## src/core/srsp_pkg.sv

```systemverilog
// srsp_pkg: constants for the sensor result serial port
// assumes a 20 MHz core clock; host clocks arrive on pins
// Behaviour
// - select 001 i2c, 011 spi, 100 capacitance density
// - select 110 adds temperature density on low pin
// - lock 011 matches own address, else all
// - default address 28h with lock engaged
// - i2c works at 100 and 400 kHz
// - spi transmit only, up to 800 kHz
// - miso changes on falling edge unless phase set
// - spi clock idle level needs no setting
// - calibration bytes accepted over i2c only
// - snapshot packet at transfer start, refresh after end
// - 14-bit results sent msb first
// - read address with direction 1 is acknowledged
// - i2c bytes continue until master nack and stop
// - byte0 status and cap 13:8, byte1 cap 7:0
// - byte2 temp 13:6, byte3 temp 5:0 padded
// - spi packet is four bytes, same order
// - truncated spi reads are accepted
// - status 00 fresh, 01 stale, 10 command mode
// - diagnostic fault reports all ones 3fff
// - ready rises on new data, holds until read
// - write address acknowledged requests a conversion
package srsp_pkg;
    localparam logic [2:0]  SEL_I2C      = 3'h1;
    localparam logic [2:0]  SEL_SPI      = 3'h3;
    localparam logic [2:0]  SEL_CAPACITANCE_DENSITY_OUT    = 3'h4;
    localparam logic [2:0]  SEL_PDM_CT   = 3'h6;
    localparam logic [2:0]  LOCK_ON      = 3'h3;
    localparam logic [6:0]  ADDR_DEFAULT = 7'h28;
    localparam logic [1:0]  STAT_FRESH   = 2'h0;
    localparam logic [1:0]  STAT_STALE   = 2'h1;
    localparam logic [1:0]  STAT_CMD     = 2'h2;
    localparam int          RES_W        = 14;
    localparam logic [13:0] DIAG_VAL     = 14'h3fff;
    localparam int          PKT_W        = 32;
    localparam logic [3:0]  BYTE_BITS    = 4'h8;
    localparam int          FIFO_DEPTH   = 16;
    localparam int          FIFO_W       = 29;
    typedef enum logic [2:0] {I_IDLE, I_ADDR, I_ACKA, I_TX, I_MACK, I_RX, I_ACKW} srsp_i2c_e;
endpackage : srsp_pkg

```

## src/core/srsp_port.sv

```systemverilog
// srsp_port: result fifo and the i2c / spi result port with pin routing
// assumes host serial clocks far below clk/8; pins pass through two-stage synchronisers
`timescale 1ns/1ns
module srsp_fifo #(
    parameter int W = 29,
    parameter int D = 16
) (
    input  wire logic         clk,
    input  wire logic         nrst,
    input  wire logic         in_valid,
    output logic              in_ready,
    input  wire logic [W-1:0] in_data,
    output logic              out_valid,
    input  wire logic         out_ready,
    output logic [W-1:0]      out_data
);
    localparam int AW = $clog2(D);
    logic [W-1:0] mem [D];
    logic [AW-1:0] wp_r;
    logic [AW-1:0] rp_r;
    logic [AW:0]   cnt_r;
    logic          push;
    logic          pop;

    assign in_ready  = cnt_r != (AW+1)'(D);
    assign out_valid = cnt_r != '0;
    assign out_data  = mem[rp_r];
    assign push      = in_valid & in_ready;
    assign pop       = out_valid & out_ready;

    always_ff @(posedge clk) begin
        if (push) begin
            mem[wp_r] <= in_data;
        end
    end

    always_ff @(posedge clk or negedge nrst) begin
        if (!nrst) begin
            wp_r  <= '0;
            rp_r  <= '0;
            cnt_r <= '0;
        end else begin
            if (push) begin
                wp_r <= (wp_r == AW'(D-1)) ? '0 : wp_r + 1'b1;
            end
            if (pop) begin
                rp_r <= (rp_r == AW'(D-1)) ? '0 : rp_r + 1'b1;
            end
            cnt_r <= cnt_r + (AW+1)'(push) - (AW+1)'(pop);
        end
    end
endmodule : srsp_fifo

module srsp_port #(
    parameter int FIFO_D = srsp_pkg::FIFO_DEPTH
) (
    input  wire logic        clk,
    input  wire logic        nrst,
    input  wire logic        cfg_write,
    input  wire logic [2:0]  cfg_select,
    input  wire logic [2:0]  cfg_lock,
    input  wire logic [6:0]  bus_address_field,
    input  wire logic        cfg_spi_phase,
    input  wire logic        command_mode,
    input  wire logic        res_valid,
    output logic             res_ready,
    input  wire logic        res_diag,
    input  wire logic [13:0] res_cap,
    input  wire logic [13:0] res_temp,
    input  wire logic        alarm_low,
    input  wire logic        alarm_high,
    input  wire logic        capacitance_density_out,
    input  wire logic        temperature_density_out,
    output logic             pin_alarm_low_out,
    output logic             pin_alarm_high_out,
    output logic             pin_ready_out,
    input  wire logic        scl_in,
    input  wire logic        sda_in,
    output logic             sda_out,
    output logic             sda_oe,
    input  wire logic        sclk_in,
    input  wire logic        ss_n_in,
    output logic             miso_out,
    output logic             miso_oe,
    output logic             conversion_request_command,
    output logic             result_read_command,
    output logic [7:0]       cmd_byte,
    output logic             cmd_valid
);
    function automatic logic uses_i2c(input logic [2:0] s);
        uses_i2c = (s == srsp_pkg::SEL_I2C) || (s == srsp_pkg::SEL_CAPACITANCE_DENSITY_OUT)
                   || (s == srsp_pkg::SEL_PDM_CT);
    endfunction : uses_i2c

    logic [2:0]  sel_r;
    logic [2:0]  lock_r;
    logic [6:0]  addr_r;
    logic        phase_r;
    logic [3:0]  sy1_r;
    logic [3:0]  sy2_r;
    logic [3:0]  sy3_r;
    logic        scl_s, sda_s, sclk_s, ss_s;
    logic        scl_rise, scl_fall, i2c_start, i2c_stop, ss_fall, ss_rise;
    logic        sclk_rise, sclk_fall, i2c_on, spi_on, busy;
    logic        f_valid, f_pop;
    logic [28:0] f_data;
    logic        diag_r, fresh_r;
    logic [13:0] cap_r, temp_r;
    logic [31:0] packet;
    srsp_pkg::srsp_i2c_e st_r;
    logic [3:0]  bit_r;
    logic [7:0]  rx_r;
    logic        rw_r, rd_i2c_r, acked_r;
    logic [31:0] tx_r;
    logic [31:0] spi_r;
    logic        seen_r;
    logic        rd_start;

    srsp_fifo #(.W(srsp_pkg::FIFO_W), .D(FIFO_D)) u_fifo (
        .clk       (clk),
        .nrst      (nrst),
        .in_valid  (res_valid),
        .in_ready  (res_ready),
        .in_data   ({res_diag, res_cap, res_temp}),
        .out_valid (f_valid),
        .out_ready (~busy),
        .out_data  (f_data)
    );

    // configuration, reset to factory address with lock engaged
    always_ff @(posedge clk or negedge nrst) begin
        if (!nrst) begin
            sel_r   <= srsp_pkg::SEL_I2C;
            lock_r  <= srsp_pkg::LOCK_ON;
            addr_r  <= srsp_pkg::ADDR_DEFAULT;
            phase_r <= 1'b0;
        end else if (cfg_write) begin
            sel_r   <= cfg_select;
            lock_r  <= cfg_lock;
            addr_r  <= bus_address_field;
            phase_r <= cfg_spi_phase;
        end
    end

    // two-stage synchronisers, third stage for edges
    always_ff @(posedge clk or negedge nrst) begin
        if (!nrst) begin
            sy1_r <= 4'hf;
            sy2_r <= 4'hf;
            sy3_r <= 4'hf;
        end else begin
            sy1_r <= {scl_in, sda_in, sclk_in, ss_n_in};
            sy2_r <= sy1_r;
            sy3_r <= sy2_r;
        end
    end

    assign {scl_s, sda_s, sclk_s, ss_s} = sy2_r;
    assign i2c_on    = uses_i2c(sel_r);
    assign spi_on    = sel_r == srsp_pkg::SEL_SPI;
    assign scl_rise  = scl_s & ~sy3_r[3];
    assign scl_fall  = ~scl_s & sy3_r[3];
    assign i2c_start = i2c_on & scl_s & sy3_r[3] & ~sda_s & sy3_r[2];
    assign i2c_stop  = i2c_on & scl_s & sy3_r[3] & sda_s & ~sy3_r[2];
    assign sclk_rise = sclk_s & ~sy3_r[1];
    assign sclk_fall = ~sclk_s & sy3_r[1];
    assign ss_fall   = spi_on & ~ss_s & sy3_r[0];
    assign ss_rise   = spi_on & ss_s & ~sy3_r[0];
    assign busy      = (st_r != srsp_pkg::I_IDLE) | (spi_on & ~ss_s);
    assign f_pop     = f_valid & ~busy;
    assign rd_start  = ss_fall | (st_r == srsp_pkg::I_ADDR && scl_fall
                       && bit_r == srsp_pkg::BYTE_BITS && rx_r[0]
                       && (lock_r != srsp_pkg::LOCK_ON || rx_r[7:1] == addr_r));

    // packet: status, capacitance, temperature, msb first
    always_comb begin
        packet[31:30] = command_mode ? srsp_pkg::STAT_CMD
                      : (fresh_r ? srsp_pkg::STAT_FRESH : srsp_pkg::STAT_STALE);
        packet[29:16] = diag_r ? srsp_pkg::DIAG_VAL : cap_r;
        packet[15:2]  = diag_r ? srsp_pkg::DIAG_VAL : temp_r;
        packet[1:0]   = 2'h0;
    end

    // output register refreshed only between transfers
    always_ff @(posedge clk or negedge nrst) begin
        if (!nrst) begin
            diag_r <= 1'b0;
            cap_r  <= '0;
            temp_r <= '0;
        end else if (f_pop) begin
            {diag_r, cap_r, temp_r} <= f_data;
        end
    end

    // new data flag drives status and ready; a new result wins over a read
    always_ff @(posedge clk or negedge nrst) begin
        if (!nrst) begin
            fresh_r <= 1'b0;
        end else if (f_pop) begin
            fresh_r <= 1'b1;
        end else if (rd_start) begin
            fresh_r <= 1'b0;
        end
    end

    // i2c slave state machine
    always_ff @(posedge clk or negedge nrst) begin
        if (!nrst) begin
            st_r     <= srsp_pkg::I_IDLE;
            bit_r    <= '0;
            rx_r     <= '0;
            rw_r     <= 1'b0;
            acked_r  <= 1'b0;
            tx_r     <= '0;
        end else if (!i2c_on || i2c_stop) begin
            st_r <= srsp_pkg::I_IDLE;
        end else if (i2c_start) begin
            st_r  <= srsp_pkg::I_ADDR;
            bit_r <= '0;
        end else begin
            case (st_r)
                srsp_pkg::I_ADDR, srsp_pkg::I_RX: begin
                    if (scl_rise) begin
                        rx_r  <= {rx_r[6:0], sda_s};
                        bit_r <= bit_r + 1'b1;
                    end else if (scl_fall && bit_r == srsp_pkg::BYTE_BITS) begin
                        bit_r <= '0;
                        if (st_r == srsp_pkg::I_RX) begin
                            st_r <= srsp_pkg::I_ACKW;
                        end else if (lock_r != srsp_pkg::LOCK_ON
                                     || rx_r[7:1] == addr_r) begin
                            st_r <= srsp_pkg::I_ACKA;
                            rw_r <= rx_r[0];
                            if (rx_r[0]) begin
                                tx_r <= packet;
                            end
                        end else begin
                            st_r <= srsp_pkg::I_IDLE;
                        end
                    end
                end
                srsp_pkg::I_ACKA: begin
                    if (scl_fall) begin
                        st_r <= rw_r ? srsp_pkg::I_TX : srsp_pkg::I_RX;
                    end
                end
                srsp_pkg::I_ACKW: begin
                    if (scl_fall) begin
                        st_r <= srsp_pkg::I_RX;
                    end
                end
                srsp_pkg::I_TX: begin
                    if (scl_rise) begin
                        bit_r <= bit_r + 1'b1;
                    end else if (scl_fall) begin
                        if (bit_r == srsp_pkg::BYTE_BITS) begin
                            st_r  <= srsp_pkg::I_MACK;
                            bit_r <= '0;
                        end else begin
                            tx_r <= {tx_r[30:0], tx_r[31]};
                        end
                    end
                end
                srsp_pkg::I_MACK: begin
                    if (scl_rise) begin
                        acked_r <= ~sda_s;
                    end else if (scl_fall) begin
                        // packet wraps so bytes keep coming until nack
                        st_r <= acked_r ? srsp_pkg::I_TX : srsp_pkg::I_IDLE;
                        tx_r <= {tx_r[30:0], tx_r[31]};
                    end
                end
                default: begin
                    st_r <= srsp_pkg::I_IDLE;
                end
            endcase
        end
    end

    // open drain: only ever pulls low
    assign sda_out = 1'b0;
    assign sda_oe  = (st_r == srsp_pkg::I_ACKA) || (st_r == srsp_pkg::I_ACKW)
                     || (st_r == srsp_pkg::I_TX && !tx_r[31]);

    // event pulses and calibration bytes
    always_ff @(posedge clk or negedge nrst) begin
        if (!nrst) begin
            conversion_request_command <= 1'b0;
            result_read_command        <= 1'b0;
            cmd_valid                  <= 1'b0;
            cmd_byte                   <= '0;
            rd_i2c_r                   <= 1'b0;
        end else begin
            conversion_request_command <= st_r == srsp_pkg::I_ACKA && !rw_r
                                          && scl_fall;
            cmd_valid <= command_mode && st_r == srsp_pkg::I_RX && scl_fall
                         && bit_r == srsp_pkg::BYTE_BITS;
            if (st_r == srsp_pkg::I_RX && scl_fall && bit_r == srsp_pkg::BYTE_BITS) begin
                cmd_byte <= rx_r;
            end
            if (st_r == srsp_pkg::I_ACKA) begin
                rd_i2c_r <= rw_r;
            end else if (st_r == srsp_pkg::I_IDLE) begin
                rd_i2c_r <= 1'b0;
            end
            result_read_command <= ss_rise
                                   | (rd_i2c_r & st_r == srsp_pkg::I_IDLE);
        end
    end

    // spi transmitter, 32-bit packet, drives nothing it receives
    always_ff @(posedge clk or negedge nrst) begin
        if (!nrst) begin
            spi_r    <= '0;
            seen_r   <= 1'b0;
            miso_out <= 1'b0;
            miso_oe  <= 1'b0;
        end else begin
            miso_oe <= spi_on & ~ss_s;
            if (ss_fall) begin
                spi_r  <= packet;
                seen_r <= 1'b0;
            end else if (spi_on && !ss_s) begin
                // sampling edge first, then shift on the opposite edge
                if (phase_r ? sclk_fall : sclk_rise) begin
                    seen_r <= 1'b1;
                end else if ((phase_r ? sclk_rise : sclk_fall) && seen_r) begin
                    spi_r <= {spi_r[30:0], 1'b0};
                end
            end
            miso_out <= ss_fall ? packet[31] : spi_r[31];
        end
    end

    // shared pin routing
    always_ff @(posedge clk or negedge nrst) begin
        if (!nrst) begin
            pin_alarm_low_out  <= 1'b0;
            pin_alarm_high_out <= 1'b0;
            pin_ready_out      <= 1'b0;
        end else begin
            pin_alarm_low_out  <= (sel_r == srsp_pkg::SEL_PDM_CT)
                                  ? temperature_density_out : alarm_low;
            pin_alarm_high_out <= alarm_high;
            pin_ready_out      <= (sel_r == srsp_pkg::SEL_CAPACITANCE_DENSITY_OUT
                                   || sel_r == srsp_pkg::SEL_PDM_CT)
                                  ? capacitance_density_out : fresh_r;
        end
    end
endmodule : srsp_port

```

## config.mk

```make
export PLATFORM = sky130hd
export DESIGN_NAME = srsp_port
export DESIGN_NICKNAME = d
export VERILOG_FILES = /design/src/core/srsp_pkg.sv /design/src/core/srsp_port.sv
export SDC_FILE = /design/constraint.sdc
export NUM_CORES = 1
export LEC_CHECK = 0
export CORE_ASPECT_RATIO = 0.75
export CORE_MARGIN = 8
export CORE_UTILIZATION = 55
export DETAILED_ROUTE_END_ITERATION = 12
export DONT_BUFFER_PORTS = 1
export PLACE_DENSITY = 0.82
export SETUP_SLACK_MARGIN = 0.02
export SYNTH_ARGS = -nofsm -noshare
export SYNTH_HDL_FRONTEND = slang
export SYNTH_SLANG_ARGS = --single-unit
```

## constraint.sdc

```tcl
create_clock -name clk -period 3.5 [get_ports clk]
set_input_delay 0.175 -clock clk [delete_from_list [all_inputs] [get_ports clk]]
set_output_delay 0.175 -clock clk [all_outputs]
set_load 0.02 [all_outputs]
```

==> summary.md <==
| Metric | Value |
|---|---|
| MaxCap Viol Count | 0 |
| Startpoint type of the worst setup path | flip-flop |
| Vias post-DR | 13600 |
| Final core occ | 63.0% |
| Max VDD drop | between 0.5 and 0.6 mV |
| CP delay by family, top | simple AND/OR/NAND/NOR gates |
| Largest net degree at the start of global routing | about 170 |
| EDFF count, synth | ~460 |
| Area delta synth->final | 14.1% |
| Critical Path Sink Type | flip-flop |
| Final TNS setup | 0 ps |
| Slowest cell delay on critical path | 590 ps |
| Hold Path Class | in2async |
| Area post-placement | 26300 µm² |
| Drt first pass iters | 5 |
| CTS tree | built |
| Area leader, netlist | edfxtp_1 |
| Vias per cell | 6.28 |
| Core area | 45700 µm² |
| Rows | 68 |
| Share of cells above drive strength 1 | between 20% and 30% |
| Initial antenna violation count | 4 |
| Clock Latency Late Sink | 600 ps |
| Mapped Nets | ~1500 |
| Period utilisation layout | 84.8% |
| CTS Root Cell | clkbuf_16 |
| Die Span X | 263 µm |
| Final setup margin | ~530 ps |
| CP Cell Sequence | inv_1 > ha_1 > nand4_1 > and2_1 > nand2_1 > nor3_4 > buf_12 |
| Area of the mapped netlist | between 20000 and 30000 µm² |
| GRT overflow | 0 |
| Cell variety after synth | 69 |
| CTS buffer count | 57 |
| Initial core utilization | 55.2% |
| # resized after CTS | 0 |
| #FFs+latches synth | 630 |
| Dpl ws | 569 ps |
| GRT Overall Usage | between 20% and 30% |
| Syn_area_per_cell | 17.7 µm² |
| Detailed placement HPWL | between 30000 and 40000 µm |
| Critical path launch point | u_fifo.cnt_r[3] |
| Post-Synthesis Cells | approximately 1400 |
| RSZ-0062 raised after global routing | no |
| Per-cell routed wire length | 26.7 µm |
| Port Buf Inserts | 0 |
| Fmax | 337 MHz |
| Asr flop ratio synth | 26.3% |
| Buffers and inverters on the worst path | 2 |
| Post-synth top area share | between 50% and 60% |
| Clock Path Buffers | 3 |
| Worst clock skew | 20.8 ps |
| Min cycle time layout | 2970 ps |
| Synth Warn # | 0 |
| Die height | 202 µm |
| Global-route wire length before repair | 86800 µm |
| Outcome | complete, but fails checks |
| Post-CTS Repair Setup Buffers | 0 |
| Hold buffers post-CTS | 66 |
| First DRT Iteration DRCs | 1519 |
| PwrDens | roughly 730 nW/µm² |
| RR Startpoint | u_fifo.cnt_r[3] |
| ANT nets after route | 0 |
| Worst-margin pin slew | 1040 ps |
| Clock transition at path regs | 60 ps |
| CTS HTree Levels | 2 |
| I/O Pins | 75 |
| Slew Limit Headroom | 31.0% |
| Register area share after synthesis | 71.7% |
| Nets | 1586 |
| Worst hold slack | -722 ps |
| Most frequent cells in the layout | edfxtp_1 (464), dfrtp_1 (146), mux4_2 (116) |
| Ys flop type | edfxtp_1 |
| Finished Cell Area | 28800 µm² |
| Synth top area cells | edfxtp_1 (55%), dfrtp_1 (15%), mux4_2 (10%), mux2i_1 (2.4%), dfstp_2 (1.8%) |
| Pins Over Slew Limit | 0 |
| DRC viols | 0 |
| Routed WL | 57500 µm |
| Crit Path Class | reg2reg |
| Commonest non-fill, non-tap cell in the layout | edfxtp_1 |
| CTS Sinks | 630 |
| Final hold vios | 166 |
| Leakage | 10.1 nW |
| Data arrival, critical path | roughly 3200 ps |
| Failing checks | hold timing |
| Worst endpoint required time | ~3800 ps |
| Die Area | between 50000 and 60000 µm² |
| Crit-path slowest cell | nor3_4 |
| CP Max Fanout | 22 |
| GPL Wtd Cong | 0.856 |
| Number of global-route vias before repair | 13900 |
| Final setup fails | 0 |
worst reg2reg max path, cell delays in order, from the launching register on:
cell and delay (ps):
dfrtp_1 370, inv_1 70, ha_1 190, nand4_1 290, and2_1 500, nand2_1 350, nor3_4 590, buf_12 280
final timing paths:
| check | to | slack (ps) | cells after the start |
|---|---|---|---|
| setup / recovery | u_fifo.mem[2][5] | 530 | 7 |
| hold / removal | bit_r[3] | -720 | 0 |
| min in group clk | u_fifo.wp_r[1] | 110 | 3 |
| max in group asynchronous | addr_r[3] | 3920 | 0 |
| setup reg to reg | u_fifo.mem[2][5] | 530 | 7 |
| hold reg to reg | sy2_r[1] | 360 | 0 |
cell families after synthesis:
logic type      synth area share (%)
buf+inv                         1.89
fa+ha+maj                      0.872
mux                             16.1
other cells                   0.0149
compound gates                  4.34
flops                           71.7
xor+xnor                       0.520
simple gates                    4.54
layout make-up:
class	instances	area [µm²]
Clock inverter	29	238
Multi-Input combinational cell	696	6810
Antenna cell	2	5.00
Fill cell	2971	16900
Clock buffer	78	1630
Inverter	23	86.3
Sequential cell	630	18100
Tap cell	595	744
Timing Repair Buffer	105	1170
sequential cells by signal, indices dropped and copies added, names as in the netlist, 7 cells and up:
| register | count |
|---|---|
| temp_r | 14 |
| cap_r | 14 |
| spi_r | 30 |
| u_fifo.mem | 464 |
| rx_r | 8 |
| addr_r | 7 |
| cmd_byte | 8 |
| tx_r | 32 |
synth_stat cells, drive strengths merged, types with 16 or more instances:
cell	instances
clkbuf	33
mux2	65
mux4	116
a21oi	42
o221ai	29
buf	44
mux2i	61
dfstp	17
inv	23
dfrtp	149
o21ai	76
ha	16
nor2	79
edfxtp	464
nand2	115
per-stage QoR:
stage / hold WS, ps / cells / power (mW)
after CTS: -740 / 2156 / 21.2
after global placement: -115 / 1983 / 14.7
after detailed placement: -115 / 1983 / 14.9
after global routing: -743 / 2158 / 21.9
final: -722 / 2158 / 21.1
after floorplan: -121 / 1426 / 13.2
where the power goes:
group / internal, mW / switching (mW)
sequential: 8.91 / 0.778
combinational: 2.45 / 2.82
clock: 3.48 / 2.70
total: 14.8 / 6.30
per-layer routing:
metal	GRT usage, %	vias to the layer above	part of all wire, %
met5	0	-	0.047
met4	5.88	4	2.3
met3	4.34	101	8.4
met2	34.6	672	49
met1	29.6	7068	41
li1	-	5711	-
Power figures use the tool's default switching activity.
